### src/bsd_pkg.sv
// shared constants, types and states of the byte-wide sram bus decoder
`default_nettype none
package bsd_pkg;
  // core-side address space and byte-wide bus widths
  localparam int ADDR_W = 17;
  localparam int BUS_ADDR_W = 15;
  localparam int DATA_W = 8;
  localparam int NUM_BLOCKS = 4;
  // address bits that pick one of four 32k blocks, or go out as upper sram address
  localparam int BLOCK_MSB = 16;
  localparam int BLOCK_LSB = 15;
  localparam int UPPER_A16_BIT = 16;
  localparam int UPPER_A15_BIT = 15;
  // chip-enable vector positions
  localparam int SEL_FIRST = 0;
  localparam int SEL_SECOND = 1;
  localparam int SEL_THIRD = 2;
  localparam int SEL_FOURTH = 3;
  // clock rate and sram access time
  localparam int CLK_MHZ = 200;
  localparam int ACCESS_TIME_NS = 70;
  // least time, rounded up to whole cycles
  localparam int ACCESS_CYC = (ACCESS_TIME_NS * CLK_MHZ + 999) / 1000;
  // reset values
  localparam logic [NUM_BLOCKS-1:0] SEL_ALL_OFF = 4'hF;
  localparam logic [BUS_ADDR_W-1:0] BUS_ADDR_RST = 15'h0000;
  localparam logic [DATA_W-1:0] DATA_RST = 8'h00;
  localparam logic [ADDR_W-1:0] REQ_ADDR_RST = 17'h00000;

  // one core request toward the byte-wide bus
  typedef struct packed {
    logic [ADDR_W-1:0] addr;
    logic write;
    logic [DATA_W-1:0] wdata;
  } bsd_req_t;

  // access sequencer states
  typedef enum logic [3:0] {
    ST_IDLE = 4'h1,
    ST_SETUP = 4'h2,
    ST_ACTIVE = 4'h4,
    ST_RECOVER = 4'h8
  } bsd_state_t;
endpackage
`default_nettype wire

### src/bsd_select_decode.sv
// chip-enable and upper address decode for the byte-wide sram bus
`default_nettype none
module bsd_select_decode (
  input wire logic [bsd_pkg::ADDR_W-1:0] i_addr,
  input wire logic i_enable,
  input wire logic i_sram_size_select,
  input wire logic i_on_backup_cell,
  output logic [bsd_pkg::NUM_BLOCKS-1:0] o_select_n
);

  // one-hot block pick from the two upper address bits
  function automatic logic [bsd_pkg::NUM_BLOCKS-1:0] block_onehot(input logic [1:0] blk);
    logic [bsd_pkg::NUM_BLOCKS-1:0] v;
    v = 4'h0;
    v[blk] = 1'b1;
    return v;
  endfunction

  // four 32k parts: while enabled exactly one select low, chosen by the block bits; none low when not enabled
  wire [bsd_pkg::NUM_BLOCKS-1:0] four_sel = i_enable ?
    block_onehot(i_addr[bsd_pkg::BLOCK_MSB:bsd_pkg::BLOCK_LSB]) : 4'h0;
  wire [bsd_pkg::NUM_BLOCKS-1:0] four_sel_n = ~four_sel;

  // one 128k part: first select is the chip select, second and third carry a16 and a15
  wire [bsd_pkg::NUM_BLOCKS-1:0] big_sel_n = {
    1'b1,                              // fourth unused, held inactive
    i_addr[bsd_pkg::UPPER_A15_BIT],
    i_addr[bsd_pkg::UPPER_A16_BIT],
    ~i_enable
  };

  // size pin picks the scheme; backup forces every select high
  wire [bsd_pkg::NUM_BLOCKS-1:0] mode_sel_n = i_sram_size_select ? four_sel_n : big_sel_n;
  assign o_select_n = i_on_backup_cell ? bsd_pkg::SEL_ALL_OFF : mode_sel_n;

endmodule
`default_nettype wire

### src/bsd_sram_bus.sv
// byte-wide sram bus sequencer with block decode and write protection
//
// Functional notes
// - memory selected only by chip enables
// - first select is primary memory select
// - second select for second 32k block
// - third select for third 32k block
// - 128k mode: second/third carry a16/a15
// - no write strobe into program memory
// - all selects high while on backup cell
// - separate 8-bit bidirectional data bus
// - fourth select for fourth block, else idle
// - size pin high four parts, low one
//
// access timing, request taken at edge 0, N = ACCESS_CYC:
//   cycle 1          setup: address, select and write data out, strobe high
//   cycles 2 to N+1  strobe window; a read samples the bus at its last edge
//   cycle N+2        recovery: select, address and data still held
//   cycle N+3        done pulse and ready high, selects released
// a write below the partition gets a refusal pulse in cycle 1 instead;
// it never reaches the pins and ready stays high for it
// losing main supply aborts an access at the next edge and drops done;
// the part keeps what it held, but a byte cut mid-write may be partly written
// in 128k mode the second and third selects are address lines and so follow
// the last request even while idle; the fourth is never used there
// the access time is a parameter; the part must meet it at the clock in use
`default_nettype none
module bsd_sram_bus #(
  parameter int ACCESS_CYC = bsd_pkg::ACCESS_CYC
) (
  input wire logic i_core_clk,
  input wire logic i_reset_n,
  input wire logic i_req_valid,
  input wire bsd_pkg::bsd_req_t i_req,
  input wire logic [bsd_pkg::ADDR_W-1:0] i_prog_limit,
  input wire logic i_on_backup_cell,
  input wire logic i_sram_size_select,
  input wire logic [bsd_pkg::DATA_W-1:0] i_sram_data_bus,
  output logic o_req_ready,
  output logic [bsd_pkg::BUS_ADDR_W-1:0] o_sram_addr_bus,
  output logic o_block_select_first_n,
  output logic o_block_select_second_n,
  output logic o_block_select_third_n,
  output logic o_block_select_fourth_n,
  output logic o_sram_write_n,
  output logic [bsd_pkg::DATA_W-1:0] o_sram_data_bus,
  output logic o_sram_data_bus_oe_n,
  output logic [bsd_pkg::DATA_W-1:0] o_rd_data,
  output logic o_done,
  output logic o_write_refused
);

  // the window counter runs from ACCESS_CYC-1 down to zero, one step a cycle
  localparam int CNT_W = $clog2(ACCESS_CYC + 1);
  localparam logic [CNT_W-1:0] CNT_LOAD = CNT_W'(ACCESS_CYC - 1);
  localparam logic [CNT_W-1:0] CNT_ZERO = '0;

  // registered sequencer state, latched request and window count, with next values
  bsd_pkg::bsd_state_t state;
  bsd_pkg::bsd_state_t next_state;
  bsd_pkg::bsd_req_t cur;
  bsd_pkg::bsd_req_t next_cur;
  logic [CNT_W-1:0] cnt;
  logic [CNT_W-1:0] next_cnt;
  logic [bsd_pkg::DATA_W-1:0] next_rd_data;
  logic next_done;
  logic next_refused;
  logic [bsd_pkg::NUM_BLOCKS-1:0] next_select_n;

  // partition test: addresses below the limit belong to program memory
  function automatic logic below_partition(input logic [bsd_pkg::ADDR_W-1:0] addr,
    input logic [bsd_pkg::ADDR_W-1:0] limit);
    return addr < limit;
  endfunction

  // request acceptance and write-protect check against the program partition
  wire take = i_req_valid && o_req_ready && !i_on_backup_cell;
  wire in_program = below_partition(i_req.addr, i_prog_limit);
  wire refuse = take && i_req.write && in_program;
  wire start = take && !refuse;
  wire cnt_end = cnt == CNT_ZERO;

  // sequencer: setup one cycle, strobe for the access time, one recovery cycle
  always_comb begin
    next_state = state;
    next_cur = cur;
    next_cnt = cnt;
    next_rd_data = o_rd_data;
    next_done = 1'b0;
    next_refused = refuse;
    case (state)
      bsd_pkg::ST_IDLE: begin
        // a refused write leaves the sequencer idle; only the pulse answers it
        if (start) begin
          next_cur = i_req;
          next_state = bsd_pkg::ST_SETUP;
        end
      end
      bsd_pkg::ST_SETUP: begin
        // address and select settle for a cycle before the strobe opens
        next_cnt = CNT_LOAD;
        next_state = bsd_pkg::ST_ACTIVE;
      end
      bsd_pkg::ST_ACTIVE: begin
        if (cnt_end) begin
          // sample at the close of the access window, while the part still drives
          if (!cur.write) begin
            next_rd_data = i_sram_data_bus;
          end
          next_state = bsd_pkg::ST_RECOVER;
        end else begin
          // strobe stays open while the count runs down
          next_cnt = cnt - 1'b1;
        end
      end
      bsd_pkg::ST_RECOVER: begin
        // select and data hold one more cycle so a write ends cleanly
        next_done = 1'b1;
        next_state = bsd_pkg::ST_IDLE;
      end
      default: begin
        // unreachable with one-hot codes; fall back to idle
        next_state = bsd_pkg::ST_IDLE;
      end
    endcase
    // losing main supply aborts any access; the part keeps its old contents
    if (i_on_backup_cell) begin
      next_state = bsd_pkg::ST_IDLE;
      next_done = 1'b0;
    end
  end

  // pin values for the coming cycle, derived from the next state
  wire next_bus_busy = next_state != bsd_pkg::ST_IDLE;
  wire next_strobe_phase = next_state == bsd_pkg::ST_ACTIVE;
  // second guard: the partition may move while an access is in flight
  wire next_prot = below_partition(next_cur.addr, i_prog_limit);
  wire next_write_n = !(next_strobe_phase && next_cur.write && !next_prot && !i_on_backup_cell);
  // the bus is driven only for writes, from setup through recovery for data hold
  wire next_data_oe_n = !(next_bus_busy && next_cur.write && !i_on_backup_cell);
  wire next_ready = (next_state == bsd_pkg::ST_IDLE) && !i_on_backup_cell;
  // only the low 15 bits go out; block decode stands in for the rest
  wire [bsd_pkg::BUS_ADDR_W-1:0] next_bus_addr = next_cur.addr[bsd_pkg::BUS_ADDR_W-1:0];

  // chip enables: block decode or upper address, forced off on backup
  bsd_select_decode u_decode (
    .i_addr(next_cur.addr),
    .i_enable(next_bus_busy),
    .i_sram_size_select(i_sram_size_select),
    .i_on_backup_cell(i_on_backup_cell),
    .o_select_n(next_select_n)
  );

  // sequencer state
  always_ff @(posedge i_core_clk or negedge i_reset_n) begin
    if (!i_reset_n) begin
      state <= bsd_pkg::ST_IDLE;
      cnt <= CNT_ZERO;
      cur <= '0;
    end else begin
      state <= next_state;
      cnt <= next_cnt;
      cur <= next_cur;
    end
  end

  // core-side answers
  always_ff @(posedge i_core_clk or negedge i_reset_n) begin
    if (!i_reset_n) begin
      o_req_ready <= 1'b0;
      o_rd_data <= bsd_pkg::DATA_RST;
      o_done <= 1'b0;
      o_write_refused <= 1'b0;
    end else begin
      o_req_ready <= next_ready;
      o_rd_data <= next_rd_data;
      o_done <= next_done;
      o_write_refused <= next_refused;
    end
  end

  // address and write strobe pins, registered so they switch together
  always_ff @(posedge i_core_clk or negedge i_reset_n) begin
    if (!i_reset_n) begin
      o_sram_addr_bus <= bsd_pkg::BUS_ADDR_RST;
      o_sram_write_n <= 1'b1;
    end else begin
      o_sram_addr_bus <= next_bus_addr;
      o_sram_write_n <= next_write_n;
    end
  end

  // data bus drive, separate from the address pins
  always_ff @(posedge i_core_clk or negedge i_reset_n) begin
    if (!i_reset_n) begin
      o_sram_data_bus <= bsd_pkg::DATA_RST;
      o_sram_data_bus_oe_n <= 1'b1;
    end else begin
      o_sram_data_bus <= next_cur.wdata;
      o_sram_data_bus_oe_n <= next_data_oe_n;
    end
  end

  // chip-enable pins; a limitation: in 128k mode the second and third follow the address even when idle
  always_ff @(posedge i_core_clk or negedge i_reset_n) begin
    if (!i_reset_n) begin
      o_block_select_first_n <= 1'b1;
      o_block_select_second_n <= 1'b1;
      o_block_select_third_n <= 1'b1;
      o_block_select_fourth_n <= 1'b1;
    end else begin
      o_block_select_first_n <= next_select_n[bsd_pkg::SEL_FIRST];
      o_block_select_second_n <= next_select_n[bsd_pkg::SEL_SECOND];
      o_block_select_third_n <= next_select_n[bsd_pkg::SEL_THIRD];
      o_block_select_fourth_n <= next_select_n[bsd_pkg::SEL_FOURTH];
    end
  end

endmodule
`default_nettype wire

### config.mk
export PLATFORM = sky130hd
export DESIGN_NAME = bsd_sram_bus
export DESIGN_NICKNAME = d
export VERILOG_FILES = /design/src/bsd_pkg.sv /design/src/bsd_select_decode.sv /design/src/bsd_sram_bus.sv
export SDC_FILE = /design/constraint.sdc
export NUM_CORES = 1
export LEC_CHECK = 0
export BUFFER_PORTS_ARGS = -buffer_cell sky130_fd_sc_hd__buf_2
export CAP_MARGIN = 25
export CORE_ASPECT_RATIO = 0.8
export CORE_MARGIN = 4
export CORE_UTILIZATION = 40
export CTS_BUF_LIST = sky130_fd_sc_hd__clkbuf_8
export DETAILED_ROUTE_END_ITERATION = 12
export PLACE_DENSITY_LB_ADDON = 0.05
export SYNTH_ARGS = -nofsm -noshare
export SYNTH_HDL_FRONTEND = slang
export SYNTH_SLANG_ARGS = --single-unit
### constraint.sdc
create_clock -name i_core_clk -period 6.9 [get_ports i_core_clk]
set_input_delay 0.69 -clock i_core_clk [delete_from_list [all_inputs] [get_ports i_core_clk]]
set_output_delay 0.69 -clock i_core_clk [all_outputs]
set_load 0.02 [all_outputs]
# Yosys cells after proc, flatten, opt, wreduce, memory -nomap -nowiden
# Index checks and enable logic that the tools add are counted.
[word_totals]
reg_bits = 66
inputBits = 56
out_inout_bits = 40
wordCells = 69
[op_classes]
add_sub_neg = 1
order_cmp = 4
n_eq_ne = 8
n_mux = 15
bitwise_logic = 3
n_reduce_logical = 22
[op_table]
columns = ["operator", "n"]
rows = [
  ["$mux W26", 2],
  ["$lt A17 B17 Y1", 2],
  ["$mux W4", 7],
  ["$logic_and A1 B1 Y1", 12],
  ["$pmux W4 S3", 1],
  ["$eq A4 B1 Y1 const B", 2],
  ["$eq A4 B3 Y1 const B", 2],
  ["$pmux W4 S2", 1],
  ["$logic_not A1 Y1", 5],
  ["$eq A4 B2 Y1 const B", 1],
  ["$eq A4 B4 Y1 const B", 1],
  ["$logic_not A4 Y1", 1],
  ["$ne A4 B1 Y1 const B", 1],
  ["$not A4 Y4", 1],
  ["$reduce_and A2 Y1", 2],
  ["$sub A4 B1 Y4 const B", 1],
  ["$lt A2 B3 Y1 const B", 1],
  ["$mux W1", 3],
  ["$reduce_and A3 Y1", 1],
  ["$demux W1 S2", 1],
  ["$ge A2 B1 Y1 const B", 1],
  ["$ne A2 B2 Y1 const B", 1],
  ["$not A1 Y1", 2],
  ["$reduce_bool A2 Y1", 1],
]

# Depth between registers and ports, before layout
# Gate-level depths: netlist of run 1.
[depth]
depth_word = 16
ltp_mapped = 17
mapped_depth_nobuf = 16

# Cells and area by module
# From an unflattened synthesis of run 1, not the netlist that was laid out.
[unflattened]
cells_unflattened = 267
hier_area_um2 = 3067.9
[modules_own_cells]
columns = ["module", "n_inst", "cells_each", "area_per_inst_um2", "seq_area_each_um2"]
rows = [
  ["bsd_sram_bus", 1, 259, 3021.6, 1285.0],
  ["bsd_select_decode", 1, 8, 46.3, 0.0],
]

# Worst setup path before layout of run 1
# No wires, ideal clock.
[synth_timing]
path_kind = "input to register"
startpoint = "in i_prog_limit[14] (netlist bit)"
endpoint = "reg o_sram_write_n"
setup_ns = 0.092
arrival_ns = 3.584
required_ns = 6.808
setup_slack_ns = 3.224
path_stages = 16
cell_sequence = "inv_1 ha_1 a211oi_1 nor2_1 and4bb_2 a21oi_2 a21oi_4 buf_6 mux2_2 ha_1 a211oi_1 nor2_1 nor4_1 o22ai_1 o21a_1 o311ai_4"
[synth_lines]
columns = ["item", "line", "text"]
rows = [
  ["start, declared", "bsd_sram_bus.sv:35", "input wire logic [bsd_pkg::ADDR_W-1:0] i_prog_limit,"],
  ["end signal, assigned", "bsd_sram_bus.sv:189", "o_sram_write_n <= next_write_n;"],
  ["end, declared", "bsd_sram_bus.sv:45", "output logic o_sram_write_n,"],
]

==> impl_metrics.toml, run 1 <==
[synthesis]
postSynthRegisterBits = 51
synth-edff-count = 0
flip_flop_cell_with_the_highest_count_after_synthesis = "sky130_fd_sc_hd__dfrtp_1"
proportion_of_synthesized_flip_flops_having_asynchronous_set_or_reset_pct = 100.0
synth_nets = 362
syn_inst = 273
synth_sequential_area_ratio_pct = 41.97
mappedNetlistArea_mm2 = 0.003062
postSynthAreaPerCell_um2 = 11.21
synth_cell_types = 48
yosysWarnings = 0

[worst_setup_path]
timing.critical_path.slowest_cell_delay_ns = 0.43
critPathMaxFanout = 22
rr_startpoint = "o_req_ready$_DFF_PN0_"
worstReg2RegEnd = "o_sram_write_n$_DFF_PN1_"
critPathKind = "input pin to register"
crit_arrival_ns = 4.27
cpMaxStageDelayCell = "sky130_fd_sc_hd__a21oi_4"
setup.worst_path.start_class = "input pin"
worstPathRequired_ns = 7.14
reg2reg_setup_slack_ns = 3.45
worst_path_cell_chain = "buf_2 -> ha_1 -> a211oi_1 -> nor2_1 -> and4bb_2 -> a21oi_2 -> a21oi_4 -> buf_4 -> mux2_2 -> ha_1 -> nand4_1 -> a211oi_1 -> nor2_1 -> o22ai_1 -> o21a_1 -> o311ai_4"
worstSetupEndpointType = "register"
timing.reg2reg.worst_path_depth = 14

[finish]
num_antenna_cells = 0
final_net_count = 439
reg_area_mm2 = 0.001285
final.fill_count = 766
area_overhead_vs_synth_pct = 16.35
multi_input_comb_area_mm2 = 0.001473
post_layout_nonfiller_instances = 456
final_layout_size_suffix_gt1_share_pct = 45.01

[sta]
final.period_utilization_pct = 58.52
timing_worst_slew_pin_value_ns = 0.6432
final-hold-violation-count = 0
count_of_final_setup_violators = 0
unrepaired_setup_endpoints_after_global_routing = "no"
finalSetupTns_ns = 0
timing.fmax_mhz = 247.6
clock-skew-final_ns = 0.009314
timing_max_transition_violations_final = 0
max-slew-margin-rel_pct = 56.52
period_minus_slack_ns = 4.038

[routing]
remaining_drc_errors = 0
wirelength_um = 6404
dr.first_iter.drc_count = 52
route.detailed.vias_per_inst = 4.748
drt_pass_1_iters = 4
routed_wire_length_per_instance_um = 14.04
ant_nets = 0
vias = 2165

[global_routing]
overflow = 0
grt.total_usage_pct = 14.54
grt_pass1_vias = 2160
antenna_found_initial = 0
global_route_wire_length_before_repair_um = 10710
grt_start_max_net_pins = 52

[cts]
worstSkewPairLatency_ns = 0.31
cts_made_buffers = 5
h_tree_depth_reported_by_cts = 2
resized_after_cts = 0
number_of_buffers_on_the_longest_clock_path = 2
clock_transition_at_path_regs_ns = 0.10
cts_tree = "yes"
cts.sinks = 51
cts_hold_buffers = 0
clockRootBuffer = "sky130_fd_sc_hd__clkbuf_8"
setup_bufs_post_cts = 0

[power_and_ir_drop]
post_layout_power_mw = 0.8397
worst_ir_drop_vdd_v = 0.00009215
total_leakage_power_nw = 1.767
cellPowerDensity_mw_per_mm2 = 235.7

[placement]
place.port_buffers = 95
gpl.final_weighted_congestion = 0.7629
post-dp-hpwl_um = 5082
count_of_placed_standard_cells_including_taps = 448

[die]
design.die.area_mm2 = 0.009127
die_height_um = 86.25
die_w_um = 105.8
ioPinCount = 96
floorplan.initialDensity_pct = 41.22
placeableCoreArea_mm2 = 0.007427
core.rowCount = 28

[flow_run]
reported_max_cap_violation_count = 0

[hold_path]
holdCritPathClass = "input pin to async pin"

[run_status]
status = "completed"
Yosys cell counts, types with 2 or more instances:
cell	instances	share of area, %
sky130_fd_sc_hd__buf_4	24	5.9
sky130_fd_sc_hd__a21o_1	3	0.74
sky130_fd_sc_hd__nand3_1	3	0.49
sky130_fd_sc_hd__nor2_2	2	0.41
sky130_fd_sc_hd__o211ai_1	2	0.49
sky130_fd_sc_hd__mux2_4	2	0.98
sky130_fd_sc_hd__mux2_2	30	11
sky130_fd_sc_hd__nand4_1	7	1.4
sky130_fd_sc_hd__buf_6	3	1.1
sky130_fd_sc_hd__a211oi_1	5	1.2
sky130_fd_sc_hd__nor4_1	3	0.61
sky130_fd_sc_hd__dfrtp_1	44	36
sky130_fd_sc_hd__inv_1	24	2.9
sky130_fd_sc_hd__xnor2_1	2	0.57
sky130_fd_sc_hd__nor2_1	10	1.2
sky130_fd_sc_hd__nand3b_1	2	0.49
sky130_fd_sc_hd__o21ai_0	8	1.3
sky130_fd_sc_hd__o31ai_1	2	0.49
sky130_fd_sc_hd__nand2_1	16	2.0
sky130_fd_sc_hd__ha_1	33	13
sky130_fd_sc_hd__dfstp_2	7	6.0
sky130_fd_sc_hd__a21oi_1	15	2.5
worst max-delay path by stage:
stage / startpoint / to / slack, ns / cells past startpoint
finish: i_req[23] / o_sram_write_n$_DFF_PN1_ / 2.86 / 16
global route: i_prog_limit[6] / o_sram_write_n$_DFF_PN1_ / 2.57 / 17
CTS: i_req[23] / o_sram_write_n$_DFF_PN1_ / 2.80 / 16
floorplan: i_prog_limit[14] / o_sram_write_n$_DFF_PN1_ / 3.22 / 16
detailed placement: i_req[23] / o_sram_write_n$_DFF_PN1_ / 2.48 / 16
global placement: i_req[23] / o_sram_write_n$_DFF_PN1_ / 2.56 / 16
cell type report:
class,count,area share (%)
Clock inverter,3,0.6674
Sequential cell,51,36.07
Multi-Input combinational cell,171,41.34
Clock buffer,5,1.932
Timing Repair Buffer,97,13.77
Inverter,24,2.529
Tap cell,105,3.688
cell families after synthesis:
family | share of synthesized area (%)
fa+ha+maj | 13.49
simple gates | 11.24
flops | 41.97
mux | 12.38
xor+xnor | 0.8584
compound gates | 10.14
buf+inv | 9.930
per-layer routing:
metal / share of wire [%] / up-vias / global-route usage, %
met5: 0 / - / 0
met1: 52 / 1002 / 22.21
met4: 0.81 / 0 / 3.882
met3: 6.2 / 5 / 3.649
met2: 40 / 59 / 20.37
li1: - / 1099 / -
worst max-delay path, delay by kind of cell:
kind                       cells  cell delay [ns]
adders and majority gates      2             0.59
muxes                          1             0.39
and+or+nand+nor                4             0.58
AOI/OAI and AO/OA              7             1.55
buffers and inverters          2             0.49
sequential cells by signal, summed over array words and instances, names as in the netlist, 4 cells and up:
signal / flops
state: 4
cnt: 4
o_sram_addr_bus: 14
o_rd_data: 8
o_sram_data_bus: 8
cur: 4
placed cells by master, fill, tap and decap left out, types with 5 or more instances in the layout:
| cell | instances |
|---|---|
| sky130_fd_sc_hd__buf_2 | 95 |
| sky130_fd_sc_hd__dfrtp_1 | 44 |
| sky130_fd_sc_hd__ha_1 | 33 |
| sky130_fd_sc_hd__mux2_2 | 30 |
| sky130_fd_sc_hd__inv_1 | 24 |
| sky130_fd_sc_hd__nand2_1 | 16 |
| sky130_fd_sc_hd__a21oi_1 | 15 |
| sky130_fd_sc_hd__nor2_1 | 10 |
| sky130_fd_sc_hd__o21ai_0 | 8 |
| sky130_fd_sc_hd__nand4_1 | 7 |
| sky130_fd_sc_hd__dfstp_2 | 7 |
| sky130_fd_sc_hd__a211oi_1 | 5 |
| sky130_fd_sc_hd__clkbuf_8 | 5 |
where the power goes:
group	switching (mW)	internal, mW	total [mW]
Clock	0.107	0.0728	0.180
Sequential	0.0290	0.349	0.378
Combinational	0.162	0.119	0.281
per-stage QoR:
step	worst slack [ns]	instance area (um2)	util (%)	hold slack, ns
2_1_floorplan	3.224	3062	-	0.3944
3_3_place_gp	2.565	3470	46.72	0.4815
3_5_place_dp	2.484	3470	46.72	0.4887
4_1_cts	2.797	3562	47.96	0.5046
5_1_grt	2.569	3562	47.96	0.5228
6_report	2.862	3562	47.96	0.4837
(Power assumes the default switching activity.)
==> inputs of run 2 (changes only) <==
Settings changed: ABC_AREA set to 1.
Clock period 6.9 ns to 4.2 ns, I/O delays scaled along.
==> run 2 against run 1 <==
  * Register-to-register slack got worse by 2.1 ns
  * Global-route usage increased by 0.30 points
  * Non-clock buffer count increased by 1
  * Design area decreased by 2.3%
  * Combinational power increased by 44%
  * Hold slack got worse by 0.26 ns
  * Sequential power increased by 57%
  * Core utilization increased by 1.1 points
  * Clock skew decreased by 0.0028 ns
  * Critical path type unchanged
  * Cell count increased by 14%
==> impl_metrics.toml, run 2 <==
[die]
ioPinCount = 96
core.rowCount = 27
design.die.area_mm2 = 0.008973
floorplan.initialDensity_pct = 42.36
die_height_um = 85.53
placeableCoreArea_mm2 = 0.007094
die_w_um = 104.9

[cts]
cts_tree = "yes"
cts.sinks = 51
setup_bufs_post_cts = 0
cts_made_buffers = 5
number_of_buffers_on_the_longest_clock_path = 2
worstSkewPairLatency_ns = 0.30
h_tree_depth_reported_by_cts = 2
clockRootBuffer = "sky130_fd_sc_hd__clkbuf_8"
clock_transition_at_path_regs_ns = 0.10
cts_hold_buffers = 0
resized_after_cts = 0

[sta]
final-hold-violation-count = 0
clock-skew-final_ns = 0.006531
timing_worst_slew_pin_value_ns = 0.6539
unrepaired_setup_endpoints_after_global_routing = "no"
timing_max_transition_violations_final = 0
timing.fmax_mhz = 338.0
worst_slack_ns = 1.241
finalSetupTns_ns = 0
final.period_utilization_pct = 70.45
period_minus_slack_ns = 2.959
count_of_final_setup_violators = 0
max-slew-margin-rel_pct = 56.41

[worst_setup_path]
timing.critical_path.depth = 21
worstPathRequired_ns = 4.45
timing.reg2reg.worst_path_depth = 14
worst_path_cell_chain = "buf_2 -> inv_1 -> ha_1 -> nand2_1 -> nor2_1 -> nand3_1 -> nor2_1 -> nor2_1 -> nand2_2 -> nand2_2 -> inv_1 -> buf_4 -> nand2_1 -> nand2_1 -> ha_1 -> a21oi_1 -> o21a_1 -> o221ai_1 -> a21oi_1 -> nand2_1 -> nand2_1"
setup.worst_path.start_class = "input pin"
crit_arrival_ns = 3.21
cp_num_buf_inv = 4
cpMaxStageDelayCell = "sky130_fd_sc_hd__buf_4"
critical-path-top-cell-by-count = "sky130_fd_sc_hd__nand2_1"
critPathMaxFanout = 17
worstSetupEndpointType = "register"
crit_family = "simple AND/OR/NAND/NOR gates"
critPathKind = "input pin to register"
timing.critical_path.slowest_cell_delay_ns = 0.29

[finish]
largest_register_ff_count = 14
layout_commonest_cell = "sky130_fd_sc_hd__nand2_1"
largest_registers = "o_sram_addr_bus (14), o_rd_data (8), o_sram_data_bus (8)"
final.fill_count = 724
largest_register_by_flop_count = "o_sram_addr_bus"
most-common-layout-cells = "sky130_fd_sc_hd__nand2_1, sky130_fd_sc_hd__buf_2, sky130_fd_sc_hd__dfrtp_1"
final_layout_size_suffix_gt1_share_pct = 30.18
area_overhead_vs_synth_pct = 15.82
num_antenna_cells = 0
final_net_count = 522

[placement]
gpl.final_weighted_congestion = 0.8132
preCtsSetupSlack_ns = 0.9097
post-dp-hpwl_um = 5091
place.port_buffers = 95

[routing]
route.detailed.vias_per_inst = 4.526
ant_nets = 0
routed_wire_length_per_instance_um = 12.55
remaining_drc_errors = 0
dr.first_iter.drc_count = 40
vias = 2358
wirelength_um = 6538
drt_pass_1_iters = 4

[global_routing]
global_route_wire_length_before_repair_um = 10970
antenna_found_initial = 0
grt.total_usage_pct = 14.84
grt_pass1_vias = 2356
met2_demand_to_capacity_share_in_global_routing_pct = 23.65
overflow = 0
globalRouteMet1Util_pct = 20.87
grt.busiest_layer = "met2"
grt_start_max_net_pins = 52
grtUsageMet3_pct = 3.687

[power_and_ir_drop]
total_leakage_power_nw = 2.009
cellPowerDensity_mw_per_mm2 = 369.7
worst_ir_drop_vdd_v = 0.0001665

[run_status]
status = "completed"

[synthesis]
synth-edff-count = 0
yosysWarnings = 0
library_cell_with_the_largest_summed_area_after_synthesis = "sky130_fd_sc_hd__dfrtp_1"
synth_cell_types = 26
synth_nets = 446
synthMostInstantiatedCell = "sky130_fd_sc_hd__nand2_1"
postSynthAreaPerCell_um2 = 8.418
proportion_of_synthesized_flip_flops_having_asynchronous_set_or_reset_pct = 100.0
postSynthRegisterBits = 51
syn_inst = 357
post_synth_main_area_contributors = "sky130_fd_sc_hd__dfrtp_1, sky130_fd_sc_hd__nand2_1, sky130_fd_sc_hd__ha_1, sky130_fd_sc_hd__buf_4, sky130_fd_sc_hd__dfstp_2"
mappedNetlistArea_mm2 = 0.003005
synth_sequential_area_ratio_pct = 42.76
netlist.area_leader.share_pct = 36.64
netlist_top_cells_count = "sky130_fd_sc_hd__nand2_1, sky130_fd_sc_hd__dfrtp_1, sky130_fd_sc_hd__inv_1, sky130_fd_sc_hd__ha_1, sky130_fd_sc_hd__buf_4"
flip_flop_cell_with_the_highest_count_after_synthesis = "sky130_fd_sc_hd__dfrtp_1"

[hold_path]
holdCritPathClass = "input pin to async pin"

[flow_run]
reported_max_cap_violation_count = 0
## run 2: final timing paths
check	endpoint	slack, ns	from
min in group i_core_clk	o_sram_data_bus[0]$_DFFE_PN0P_	0.31	i_req[0]
max	o_sram_write_n$_DFF_PN1_	1.24	i_prog_limit[8]
max reg2reg	o_sram_write_n$_DFF_PN1_	1.34	state[0]$_DFF_PN1_
max in group asynchronous	o_sram_addr_bus[13]$_DFF_PN0_	3.55	i_reset_n
min reg2reg	o_sram_data_bus[0]$_DFFE_PN0P_	0.48	o_sram_data_bus[0]$_DFFE_PN0P_
min	o_sram_data_bus[4]$_DFFE_PN0P_	0.22	i_reset_n
## run 2: cell type report
type,instances,area [um2],area share (%)
well taps,87,108.9,3.127
clock buffers,5,68.82,1.977
multi-input cells,234,1339,38.46
repair buffers,98,498.0,14.31
flip-flops and latches,51,1285,36.92
inverters,43,161.4,4.637
clock inverters,3,20.02,0.5751
## run 2: layer usage
layer,part of all wire [%],up-vias
met3,5.3,4
met1,50,1034
met5,0,-
met4,0.41,0
li1,-,1267
met2,45,53
## run 2: per-stage QoR
stage	power, mW	instance area [um2]	std cells	util (%)	hold slack (ns)
3_5_place_dp	1.013	3392	513	47.81	0.4617
6_report	1.287	3481	521	49.07	0.2210
4_1_cts	1.304	3481	521	49.07	0.2546
5_1_grt	1.383	3481	521	49.07	0.2719
2_1_floorplan	0.9362	3005	357	-	0.1244
3_3_place_gp	1.010	3392	513	47.81	0.4565
## run 2: cell families (layout without fill, tap and decap cells)
logic type               after synthesis  count (layout)  synth area share [%]
buffers and inverters                 72             149                 12.70
flip-flops                            51              51                 42.76
multiplexers                           8               8                 2.998
adder cells (fa/ha/maj)               33              33                 13.74
AND/OR/NAND/NOR                      165             165                 22.44
AO/OA/AOI/OAI                         28              28                 5.371
## run 2: where the power goes
part	internal, mW	switching [mW]
clock network	0.116	0.172
logic	0.150	0.254
registers	0.561	0.0323
total	0.828	0.459
